**config.mk**
```make
export PLATFORM = sky130hd
export DESIGN_NAME = capture_storage_qualifier
export DESIGN_NICKNAME = d
export VERILOG_FILES = /design/src/pkg/capture_pkg.sv /design/src/sample_skid_buffer.sv /design/src/capture_storage_qualifier.sv
export VERILOG_INCLUDE_DIRS = /design/src /design/src/pkg
export SDC_FILE = /design/constraint.sdc
export NUM_CORES = 1
export LEC_CHECK = 0
export BUFFER_PORTS_ARGS = -buffer_cell sky130_fd_sc_hd__buf_4
export CAP_MARGIN = 20
export CORE_AREA = 2 2 92 94
export DETAILED_ROUTE_END_ITERATION = 6
export DIE_AREA = 0 0 94 96
export GPL_ROUTABILITY_DRIVEN = 0
export PLACE_DENSITY = 0.75
export SETUP_SLACK_MARGIN = 0.3
export SYNTH_ARGS = -nofsm -noshare
export SYNTH_HDL_FRONTEND = slang
export SYNTH_SLANG_ARGS = --single-unit
```
**constraint.sdc**
```tcl
create_clock -name clk -period 2.4 [get_ports clk]
set_input_delay 0.48 -clock clk [delete_from_list [all_inputs] [get_ports clk]]
set_output_delay 0.48 -clock clk [all_outputs]
set_load 0.01 [all_outputs]
```
**src/pkg/capture_regs.svh**
```systemverilog
`ifndef CAPTURE_REGS_SVH
`define CAPTURE_REGS_SVH

// ****************************************************************
// register offsets
// ****************************************************************
`define CAP_CTRL_OFS        4'h0
`define CAP_STATUS_OFS      4'h4
`define CAP_COUNT_OFS       4'h8

// ****************************************************************
// field positions
// ****************************************************************
`define CAP_CTRL_ARM_BIT    0
`define CAP_CTRL_FORCE_BIT  1
`define CAP_CTRL_BYPASS_BIT 2
`define CAP_CTRL_GAP_EN_BIT 3
`define CAP_STAT_RUN_BIT    0
`define CAP_STAT_DONE_BIT   1
`define CAP_STAT_STORE_BIT  2
`define CAP_STAT_OVF_BIT    3

// ****************************************************************
// widths and reset values
// ****************************************************************
`define CAP_ADDR_W          4
`define CAP_DATA_W          32
`define CAP_SAMPLE_W        16
`define CAP_COUNT_W         16
`define CAP_BYPASS_RST      1'b0
`define CAP_GAP_EN_RST      1'b0

`endif

```
**src/pkg/capture_pkg.sv**
```systemverilog
`include "capture_regs.svh"

package capture_pkg;

    typedef enum logic [1:0] {
        MODE_CONTINUOUS,
        MODE_CONDITIONAL,
        MODE_START_STOP,
        MODE_STATE
    } qual_mode_e;

    typedef enum logic [1:0] {
        CAP_IDLE,
        CAP_RUN,
        CAP_DONE
    } cap_phase_e;

    typedef struct packed {
        logic                     gap;
        logic [`CAP_SAMPLE_W-1:0] data;
    } sample_s;

    typedef struct packed {
        logic start_cond;
        logic stop_cond;
        logic begin_store;
        logic halt_store;
        logic cond_true;
        logic trigger;
    } probe_s;

    typedef struct packed {
        cap_phase_e              phase;
        logic                    storing;
        logic                    stored_once;
        logic                    gap_pend;
        logic                    bypass;
        logic                    gap_en;
        logic                    overflow;
        logic [`CAP_COUNT_W-1:0] count;
        logic [`CAP_DATA_W-1:0]  rdata;
    } cap_st_s;

    typedef struct packed {
        sample_s head;
        sample_s tail;
        logic    head_v;
        logic    tail_v;
    } buf_st_s;

endpackage

```
**src/sample_skid_buffer.sv**
```systemverilog
`timescale 1ns/100ps

module sample_skid_buffer (
    input  wire logic                clk,
    input  wire logic                reset,
    input  wire logic                in_valid,
    input  capture_pkg::sample_s     in_word,
    output logic                     in_ready,
    output logic                     out_valid,
    output capture_pkg::sample_s     out_word,
    input  wire logic                out_ready
);
    import capture_pkg::*;

    buf_st_s st_r;
    buf_st_s st_nxt;
    logic    pop;
    logic    push;

    // ****************************************************************
    // two entries: head feeds the output, tail absorbs one stall
    // ****************************************************************
    always_comb begin
        st_nxt = st_r;
        pop    = st_r.head_v && out_ready;
        push   = in_valid && !st_r.tail_v;
        if (pop) begin
            st_nxt.head_v = st_r.tail_v;
            st_nxt.head   = st_r.tail;
            st_nxt.tail_v = 1'b0;
        end
        if (push) begin
            if (!st_nxt.head_v) begin
                st_nxt.head_v = 1'b1;
                st_nxt.head   = in_word;
            end else begin
                st_nxt.tail_v = 1'b1;
                st_nxt.tail   = in_word;
            end
        end
    end

    always_ff @(posedge clk or posedge reset) begin
        if (reset) begin
            st_r <= '0;
        end else begin
            st_r <= st_nxt;
        end
    end

    assign in_ready  = !st_r.tail_v;
    assign out_valid = st_r.head_v;
    assign out_word  = st_r.head;

endmodule

```
**src/capture_storage_qualifier.sv**
```systemverilog
// Local design decisions: the register offsets and strobed register access.
`timescale 1ns/100ps
`include "capture_regs.svh"

module capture_storage_qualifier #(
    parameter capture_pkg::qual_mode_e MODE = capture_pkg::MODE_START_STOP
) (
    input  wire logic                   clk,
    input  wire logic                   reset,
    input  wire logic [`CAP_ADDR_W-1:0] reg_addr,
    input  wire logic [`CAP_DATA_W-1:0] reg_wdata,
    input  wire logic                   reg_wr,
    input  wire logic                   reg_rd,
    output logic      [`CAP_DATA_W-1:0] reg_rdata,
    input  capture_pkg::probe_s         probe,
    input  wire logic [`CAP_SAMPLE_W-1:0] sample_in,
    output logic                        out_valid,
    output capture_pkg::sample_s        out_word,
    input  wire logic                   out_ready
);
    import capture_pkg::*;

    cap_st_s  st_r;
    cap_st_s  st_nxt;
    logic     buf_ready;
    logic     wr_ctrl;
    logic     arm_req;
    logic     force_req;
    logic     running;
    logic     go_cond;
    logic     halt_cond;
    logic     want;
    logic     store;
    logic     missed;
    sample_s  word;

    // ****************************************************************
    // register decode
    // ****************************************************************
    function automatic logic addr_hit(input logic [`CAP_ADDR_W-1:0] a,
                                      input logic [`CAP_ADDR_W-1:0] ofs);
        addr_hit = (a == ofs);
    endfunction

    // ****************************************************************
    // qualifier and capture control
    // ****************************************************************
    always_comb begin
        st_nxt       = st_r;
        st_nxt.rdata = '0;
        wr_ctrl      = reg_wr && addr_hit(reg_addr, `CAP_CTRL_OFS);
        arm_req      = wr_ctrl && reg_wdata[`CAP_CTRL_ARM_BIT];
        force_req    = wr_ctrl && reg_wdata[`CAP_CTRL_FORCE_BIT];
        running      = (st_r.phase == CAP_RUN);

        if (wr_ctrl) begin
            st_nxt.bypass = reg_wdata[`CAP_CTRL_BYPASS_BIT];
            st_nxt.gap_en = reg_wdata[`CAP_CTRL_GAP_EN_BIT];
        end

        // mode chosen at build time only
        case (MODE)
            MODE_START_STOP: begin
                go_cond   = probe.start_cond;
                halt_cond = probe.stop_cond;
            end
            MODE_STATE: begin
                go_cond   = probe.begin_store;
                halt_cond = probe.halt_store;
            end
            default: begin
                go_cond   = 1'b0;
                halt_cond = 1'b0;
            end
        endcase

        // the go cycle itself stores, even when halt comes with it
        case (MODE)
            MODE_CONTINUOUS:  want = 1'b1;
            MODE_CONDITIONAL: want = probe.cond_true;
            MODE_START_STOP:  want = st_r.storing || go_cond;
            MODE_STATE:       want = st_r.storing || go_cond;
            default:          want = 1'b0;
        endcase
        if (st_r.bypass) begin
            want = 1'b1;
        end
        want   = want && running;
        store  = want && buf_ready;
        missed = want && !buf_ready;

        word.gap  = st_r.gap_en && st_r.gap_pend;
        word.data = sample_in;

        if (running) begin
            if (halt_cond) begin
                st_nxt.storing = 1'b0;
            end else if (go_cond) begin
                st_nxt.storing = 1'b1;
            end
            if (store) begin
                st_nxt.count       = st_r.count + `CAP_COUNT_W'(1);
                st_nxt.gap_pend    = 1'b0;
                st_nxt.stored_once = 1'b1;
            end else if (st_r.stored_once || missed) begin
                st_nxt.gap_pend = 1'b1;
            end
            if (missed) begin
                st_nxt.overflow = 1'b1;
            end
            if (probe.trigger || force_req) begin
                st_nxt.phase   = CAP_DONE;
                st_nxt.storing = 1'b0;
            end
        end else if (arm_req) begin
            st_nxt.phase       = CAP_RUN;
            st_nxt.storing     = 1'b0;
            st_nxt.stored_once = 1'b0;
            st_nxt.gap_pend    = 1'b0;
            st_nxt.overflow    = 1'b0;
            st_nxt.count       = '0;
        end

        if (reg_rd) begin
            if (addr_hit(reg_addr, `CAP_CTRL_OFS)) begin
                st_nxt.rdata[`CAP_CTRL_BYPASS_BIT] = st_r.bypass;
                st_nxt.rdata[`CAP_CTRL_GAP_EN_BIT] = st_r.gap_en;
            end else if (addr_hit(reg_addr, `CAP_STATUS_OFS)) begin
                st_nxt.rdata[`CAP_STAT_RUN_BIT]   = running;
                st_nxt.rdata[`CAP_STAT_DONE_BIT]  = (st_r.phase == CAP_DONE);
                st_nxt.rdata[`CAP_STAT_STORE_BIT] = st_r.storing;
                st_nxt.rdata[`CAP_STAT_OVF_BIT]   = st_r.overflow;
            end else if (addr_hit(reg_addr, `CAP_COUNT_OFS)) begin
                st_nxt.rdata[`CAP_COUNT_W-1:0] = st_r.count;
            end
        end
    end

    always_ff @(posedge clk or posedge reset) begin
        if (reset) begin
            st_r        <= '0;
            st_r.phase  <= CAP_IDLE;
            st_r.bypass <= `CAP_BYPASS_RST;
            st_r.gap_en <= `CAP_GAP_EN_RST;
        end else begin
            st_r <= st_nxt;
        end
    end

    assign reg_rdata = st_r.rdata;

    // ****************************************************************
    // two-entry buffer toward the acquisition memory
    // ****************************************************************
    sample_skid_buffer u_buf (
        .clk       (clk),
        .reset     (reset),
        .in_valid  (store),
        .in_word   (word),
        .in_ready  (buf_ready),
        .out_valid (out_valid),
        .out_word  (out_word),
        .out_ready (out_ready)
    );

    // ****************************************************************
    // checks
    // ****************************************************************
    a_start_begins:
    assert property (@(posedge clk) disable iff (reset)
        (MODE == MODE_START_STOP && running && !st_r.bypass && !st_r.storing
         && probe.start_cond && !probe.stop_cond && !probe.trigger && !force_req)
        |-> want ##1 st_r.storing)
    else $error("start did not begin storing");

    a_stop_pauses:
    assert property (@(posedge clk) disable iff (reset)
        (MODE == MODE_START_STOP && running && probe.stop_cond)
        |=> !st_r.storing)
    else $error("stop did not pause storing");

    a_start_ignored:
    assert property (@(posedge clk) disable iff (reset)
        (MODE == MODE_START_STOP && running && st_r.storing && probe.start_cond
         && !probe.stop_cond && !probe.trigger && !force_req)
        |=> st_r.storing && running)
    else $error("repeated start disturbed storing");

    a_both_single:
    assert property (@(posedge clk) disable iff (reset)
        (MODE == MODE_START_STOP && running && !st_r.bypass && !st_r.storing
         && probe.start_cond && probe.stop_cond && buf_ready)
        |-> store ##1 (!st_r.storing && st_r.count == $past(st_r.count) + 16'h1))
    else $error("start with stop did not store one sample");

    a_force_done:
    assert property (@(posedge clk) disable iff (reset)
        (running && force_req) |=> (st_r.phase == CAP_DONE) ##1 !store)
    else $error("force did not end acquisition");

    a_state_wait:
    assert property (@(posedge clk) disable iff (reset)
        (MODE == MODE_STATE && running && !st_r.bypass && !st_r.storing
         && !probe.begin_store) |-> !store)
    else $error("stored before begin action");

    a_halt_pauses:
    assert property (@(posedge clk) disable iff (reset)
        (MODE == MODE_STATE && running && !st_r.bypass && probe.halt_store
         && !probe.begin_store)
        ##1 (running && !probe.begin_store) |-> !store)
    else $error("halt did not pause writes");

    a_both_actions:
    assert property (@(posedge clk) disable iff (reset)
        (MODE == MODE_STATE && running && !st_r.bypass && !st_r.storing
         && probe.begin_store && probe.halt_store && buf_ready)
        |-> store ##1 !st_r.storing)
    else $error("begin with halt did not store one sample");

    a_gap_marked:
    assert property (@(posedge clk) disable iff (reset)
        (running && st_r.stored_once && st_r.gap_en && !store) ##1 store
        |-> word.gap)
    else $error("sample after pause not marked");

    a_bypass_all:
    assert property (@(posedge clk) disable iff (reset)
        (running && st_r.bypass && buf_ready && !probe.trigger && !force_req)
        |=> st_r.count == $past(st_r.count) + 16'h1)
    else $error("bypass did not store every cycle");

    a_trigger_ends:
    assert property (@(posedge clk) disable iff (reset)
        (running && probe.trigger) |=> (st_r.phase == CAP_DONE) [*2])
    else $error("trigger did not stop capture");

    a_cond_only:
    assert property (@(posedge clk) disable iff (reset)
        (MODE == MODE_CONDITIONAL && !st_r.bypass && store) |-> probe.cond_true)
    else $error("conditional store without condition");

    a_gap_clear:
    assert property (@(posedge clk) disable iff (reset)
        (running && store && !probe.trigger && !force_req) |=> !st_r.gap_pend)
    else $error("gap flag not cleared after store");

    a_resume_start:
    assert property (@(posedge clk) disable iff (reset)
        (MODE == MODE_START_STOP && running && !st_r.storing && probe.start_cond
         && !probe.stop_cond && !probe.trigger && !force_req)
        ##1 (running && !probe.stop_cond && !probe.trigger && buf_ready) |-> store)
    else $error("start did not resume storing");

    a_idle_quiet:
    assert property (@(posedge clk) disable iff (reset)
        !running |-> !store)
    else $error("stored outside a run");

    a_done_holds:
    assert property (@(posedge clk) disable iff (reset)
        (st_r.phase == CAP_DONE && !arm_req) |=> (st_r.phase == CAP_DONE))
    else $error("capture left done without arm");

    a_trig_last:
    assert property (@(posedge clk) disable iff (reset)
        (running && probe.trigger) |=> !store)
    else $error("stored after trigger");

    a_cont_every:
    assert property (@(posedge clk) disable iff (reset)
        (MODE == MODE_CONTINUOUS && running && buf_ready) |-> store)
    else $error("continuous mode skipped a cycle");

    a_arm_clears:
    assert property (@(posedge clk) disable iff (reset)
        (!running && arm_req)
        |=> (running && !st_r.storing && st_r.count == '0 && !st_r.gap_pend))
    else $error("arm did not start a clean run");

    a_begin_starts:
    assert property (@(posedge clk) disable iff (reset)
        (MODE == MODE_STATE && running && probe.begin_store && !probe.halt_store
         && !probe.trigger && !force_req) |=> st_r.storing)
    else $error("begin action did not start storing");

    a_halt_stored:
    assert property (@(posedge clk) disable iff (reset)
        (MODE == MODE_STATE && running && st_r.storing && probe.halt_store && buf_ready)
        |-> store ##1 !st_r.storing)
    else $error("halt cycle not stored or storing kept");

    a_pause_holds:
    assert property (@(posedge clk) disable iff (reset)
        (MODE == MODE_START_STOP && running && !st_r.bypass && !st_r.storing
         && !probe.start_cond) |-> !store)
    else $error("stored while paused");

    a_stop_stored:
    assert property (@(posedge clk) disable iff (reset)
        (MODE == MODE_START_STOP && running && st_r.storing && probe.stop_cond
         && buf_ready) |-> store)
    else $error("stop cycle not stored");

    a_count_step:
    assert property (@(posedge clk) disable iff (reset)
        store |=> (st_r.count == $past(st_r.count) + 16'h1))
    else $error("count did not follow a store");

    a_cond_stores:
    assert property (@(posedge clk) disable iff (reset)
        (MODE == MODE_CONDITIONAL && running && probe.cond_true && buf_ready) |-> store)
    else $error("true condition not stored");

    a_gap_set:
    assert property (@(posedge clk) disable iff (reset)
        (running && st_r.stored_once && !store) |=> st_r.gap_pend)
    else $error("pause not remembered");

    a_first_clean:
    assert property (@(posedge clk) disable iff (reset)
        (store && !st_r.stored_once && !st_r.overflow) |-> !word.gap)
    else $error("first sample marked as gap");

    a_loss_marks:
    assert property (@(posedge clk) disable iff (reset)
        missed |=> (st_r.gap_pend && st_r.overflow))
    else $error("lost sample not remembered");

    a_bypass_set:
    assert property (@(posedge clk) disable iff (reset)
        (wr_ctrl && reg_wdata[`CAP_CTRL_BYPASS_BIT]) |=> st_r.bypass)
    else $error("bypass write not taken");

endmodule

```
[Word-level counts from Yosys, hierarchy flattened]
Index checks and enable logic that the tools add are counted.
Operators by class
  add/sub/neg operators: 1
  equality and inequality tests: 9
  multiplexer cells: 26
  reduce and logical (&&, ||, !) cells: 21
Operators by type and width (number)
  $mux W17: 5
  $mux W16: 3
  $mux W36: 1
  $mux W12: 2
  $add A16 B1 Y16 const B: 1
  $reduce_and A2 Y1: 6
  $mux W5: 2
  $logic_and A1 B1 Y1: 9
  $mux W1: 8
  $mux W2: 3
  $ne A2 B1 Y1 const B: 3
  $eq A4 B3 Y1 const B: 1
  $eq A4 B4 Y1 const B: 1
  $logic_not A4 Y1: 1
  $mux W4: 1
  $ne A4 B3 Y1 const B: 1
  $logic_or A1 B1 Y1: 3
  $mux W3: 1
  $ne A3 B1 Y1 const B: 1
  $eq A2 B1 Y1 const B: 1
  $eq A2 B2 Y1 const B: 1
  $reduce_bool A2 Y1: 1
  $logic_not A1 Y1: 1
Storage, ports and cells
  register bits after elaboration: 76
  input port bits: 63
  output and inout port bits: 50
  word-level logic and storage cells: 72

[Longest topological paths before layout]
  depth after elaboration: 8
  depth in mapped cells: 7

[By module]
A second synthesis with hierarchy kept.
Second synthesis, totals
  cells, all modules: 319
  area, all modules: 3737.3 sq um
Modules (own cells, without submodules)
  capture_storage_qualifier: times used 1, cells each 201, area an instance 2006.9 sq um, sequential area each 1001.0 sq um
  sample_skid_buffer: times used 1, cells each 118, area an instance 1730.4 sq um, sequential area each 900.9 sq um

[Worst setup path after synthesis]
No wires, ideal clock.
  path type: input -> register
  start point: input probe[5] in the netlist's numbering
  end point: register u_buf.st_r[2] in the netlist's numbering
  library setup time: 0.125 ns
  arrival time: 1.956 ns
  data required time: 2.275 ns
  path slack: 0.319 ns
  cell stages on the path: 5
  path buffers: 2
  path through: or3_1 -> nand3b_1 -> clkbuf_1 -> clkbuf_1 -> mux2_2
On the way
  longest elaborated chain between the ends: 6
Ends and longest elaborated chain
  start, declared: RTL line capture_storage_qualifier.sv:15  | input capture_pkg::probe_s probe,
  $logic_or A1 B1 Y1: RTL line capture_storage_qualifier.sv:81  | MODE_START_STOP: want = st_r.storing || go_cond;
  $mux W1: RTL line capture_storage_qualifier.sv:85  | if (st_r.bypass) begin
  $logic_and A1 B1 Y1: RTL line capture_storage_qualifier.sv:88  | want = want && running;
  $logic_and A1 B1 Y1: RTL line capture_storage_qualifier.sv:89  | store = want && buf_ready;
  $logic_and A1 B1 Y1: RTL line sample_skid_buffer.sv:26  | push = in_valid && !st_r.tail_v;
  $reduce_and A2 Y1 (no source line)
  end signal, assigned: RTL line sample_skid_buffer.sv:47  | st_r <= st_nxt;
  end, declared: RTL line sample_skid_buffer.sv:15  | buf_st_s st_r;
Every way passes these cells.
A chain may end at the register's enable or synchronous reset.

[Worst setup path in the final report]
  start point: register st_r[55] in the netlist's numbering
  end point: register st_r[43] in the netlist's numbering
On the way
  longest elaborated chain between the ends: 5
  elaborated cells on any way between the ends: 7
  classes of those cells: 2 x eq/ne; 1 x mux; 4 x reduce/logical
Ends and longest elaborated chain
  start, declared: RTL line capture_storage_qualifier.sv:23  | cap_st_s st_r;
  start signal, assigned: RTL line capture_storage_qualifier.sv:146  | st_r <= st_nxt;
  $eq A2 B1 Y1 *: RTL line capture_storage_qualifier.sv:54  | running = (st_r.phase == CAP_RUN);
  $logic_and A1 B1 Y1: RTL line capture_storage_qualifier.sv:88
  $logic_and A1 B1 Y1: RTL line capture_storage_qualifier.sv:89
  $ne A2 B1 Y1 (no source line)
  $reduce_and A2 Y1 (no source line)
Every way passes the cells marked *; elsewhere a longest branch is shown, timed or not.

==> results.json <==
{
  "status": "completed",
  "yosysMostFrequentCell": "dfrtp_1",
  "wire_per_inst_um": 13.3,
  "crit_chain": "or3b_4 -> or4_4 -> or3_1 -> a21oi_1",
  "regToRegSetupSlack_ns": 0.42,
  "final-setup-viol-count": 0,
  "synth_seq_cells": 76,
  "grt_pass1_vias": 2376,
  "ys.flop_type": "dfrtp_1",
  "n_antenna_cell": 0,
  "crit_path_end_kind": "register",
  "initial_core_util_pct": 45.0,
  "slew_viol_final": 0,
  "ys_top_cells_by_area": "dfrtp_1 (52%), buf_4 (10%), mux2_2 (5.6%), mux2i_1 (5.0%), nand2_1 (4.2%)",
  "clock.fmax_mhz": 506,
  "die_area_um2": 9020,
  "cap_violations": 0,
  "synth_top_area_cell": "dfrtp_1",
  "io_pins": 113,
  "synthCells": 346,
  "r2r.worst_path.cells": 4,
  "cpPeakStageDelay_ns": 0.49,
  "yosys.area.top_type_share_pct": 52.5,
  "overflow": 0,
  "antenna_found_initial": 0,
  "vias": 2439,
  "async_reset_ff_share_pct": 100,
  "syn_avg_cell_area_um2": 10.5,
  "crit_required_ns": 2.67,
  "htree_levels": 3,
  "route.detailed.drc": 0,
  "p_per_area_nw_per_um2": 946,
  "die_w_um": 94,
  "synth_commonest_cells": "dfrtp_1 (76), buf_4 (49), nand2_1 (41), o21ai_0 (24)",
  "critPathKind": "register to register",
  "drt-initial-drc-count": 100,
  "cts.reportedPaths.clkPinSlew_ns": 0.08,
  "first_pass_iters": 4,
  "ys_seq_area_share_pct": 52.5,
  "hold_class": "input port to asynchronous set/reset pin",
  "cp_max_fo": 7,
  "slowest_stage": "or4_4",
  "vias_per_cell": 4.92,
  "rsz0062_at_grt": "no",
  "fin_crit_ns": 1.98,
  "leakage_nw": 2.10,
  "post-cts-setup-buffers": 0,
  "crit_start": "st_r[55]$_DFFE_PP0P_",
  "synth_edf_count": 0,
  "grt_first_pass_wirelength_mm": 10.9,
  "grt_max_degree": 77,
  "clkLatencyLatePin_ns": 0.35,
  "finClkSkew_ns": 0.00995,
  "hold_buffers": 0,
  "area_delta_synth_final_pct": 15.8,
  "cts_tree": "done",
  "cts_buffer_depth": 2,
  "start_kind": "register",
  "final_nets": 450,
  "dp_hpwl_mm": 4.61,
  "fp.dieH_um": 96,
  "port-buffer-count": 65,
  "period_share_pct": 82.4,
  "fin_tns_setup_ns": 0,
  "yosys_warnings": 0,
  "coreArea_um2": 8050,
  "peakVddDrop_uv": 372,
  "finalHoldViolCount": 0,
  "rows": 33,
  "drtAntennaViolNets": 0,
  "synthesis.area_um2": 3620,
  "numCtsBuffers": 9,
  "reg2reg_to": "st_r[43]$_DFFE_PP0P_",
  "r2r-start": "st_r[55]$_DFFE_PP0P_",
  "drive_gt1_share_pct": 28.9,
  "final_util_pct": 52.1,
  "yosysUniqueCellTypes": 41,
  "root_buffer": "clkbuf_8",
  "wl_mm": 6.61,
  "endpoint": "st_r[43]$_DFFE_PP0P_",
  "grtUsageTotal_pct": 15.6,
  "clkSinkCount": 76,
  "cp_data_arrival_time_ns": 2.25
}
-- worst max-delay path: cells and delay by family (launching register included) --
family	cells	cell delay [ns]
and+or+nand+nor	3	1.31
DFF	1	0.45
AOI/OAI and AO/OA	1	0.15
-- repair_timing --
item / 4_1_cts / 5_1_grt
pin swaps: 0 / 1
setup endpoints to repair: 2 / 16
gates resized for setup: 1 / 2
-- sequential cells by signal (all words and copies together), names as in the netlist --
signal           count
reg_rdata           16
st_r                24
u_buf.out_valid      1
u_buf.out_word      17
u_buf.st_r          18
-- area by class of cell --
type	count	area, um^2
clock buffer	9	124
clock inverter	7	91.3
fill	745	3850
inverter	6	26.3
multi-input combinational	219	1350
sequential	76	1900
tap	105	131
timing repair buffer	74	568
-- per-layer routing --
metal,track usage [%],vias to the layer above,share of wire (%)
li1,-,1210,-
met3,3.29,13,2.9
met2,26.4,43,52
met1,19.2,1173,43
met5,0,-,0
met4,7.13,0,2.0
-- placed cells by master, fill, tap and decap left out, types with 6 or more instances in the layout --
| cell | count |
|---|---|
| buf_4 | 73 |
| dfrtp_1 | 75 |
| and2_1 | 12 |
| a21oi_1 | 10 |
| nor2_1 | 16 |
| conb_1 | 16 |
| mux2_2 | 18 |
| or3_1 | 7 |
| clkbuf_8 | 9 |
| nor2b_1 | 6 |
| o21ai_0 | 24 |
| mux2i_1 | 18 |
| nand3_1 | 6 |
| nand2_1 | 41 |
-- how the worst min path moves through the flow --
stage	slack [ns]	endpoint	from	depth (start not counted)
after floorplan	0.44	st_r[47]$_DFFE_PP0P_	st_r[47]$_DFFE_PP0P_	1
after global placement	0.46	st_r[52]$_DFFE_PP0P_	st_r[52]$_DFFE_PP0P_	2
after detailed placement	0.46	u_buf.st_r[18]$_DFFE_PP0P_	u_buf.st_r[18]$_DFFE_PP0P_	2
after CTS	0.25	u_buf.st_r[9]$_DFFE_PP0P_	reset	3
after global routing	0.25	u_buf.st_r[5]$_DFFE_PP0P_	reset	3
final	0.23	u_buf.out_word[3]$_DFF_PP0_	reset	3
-- cell families after synthesis --
family / synth area share, %
AO/OA/AOI/OAI: 7.56
XOR/XNOR: 0.966
adder cells (fa/ha/maj): 0.345
buffers and inverters: 12.2
flip-flops: 52.5
multiplexers: 10.6
other: 0.103
AND/OR/NAND/NOR: 15.8
-- power breakdown --
| part | switching (mW) | leakage, nW | internal [mW] | total (mW) |
|---|---|---|---|---|
| Combinational | 0.496 | 0.992 | 0.522 | 1.02 |
| Sequential | 0.252 | 1.00 | 1.65 | 1.90 |
| Clock | 0.472 | 0.109 | 0.581 | 1.05 |
-- stage by stage --
stage	power, mW	instances	hold slack, ns	cell area (um^2)	worst slack (ns)
2_1_floorplan	2.67	361	0.437	3680	0.319
3_3_place_gp	2.88	480	0.456	3970	0.314
3_5_place_dp	2.94	480	0.463	3970	0.285
4_1_cts	3.99	496	0.249	4190	0.335
5_1_grt	4.23	496	0.250	4200	0.351
6_report	3.97	496	0.225	4200	0.422
No activity file was read; power rests on OpenSTA's default activity.
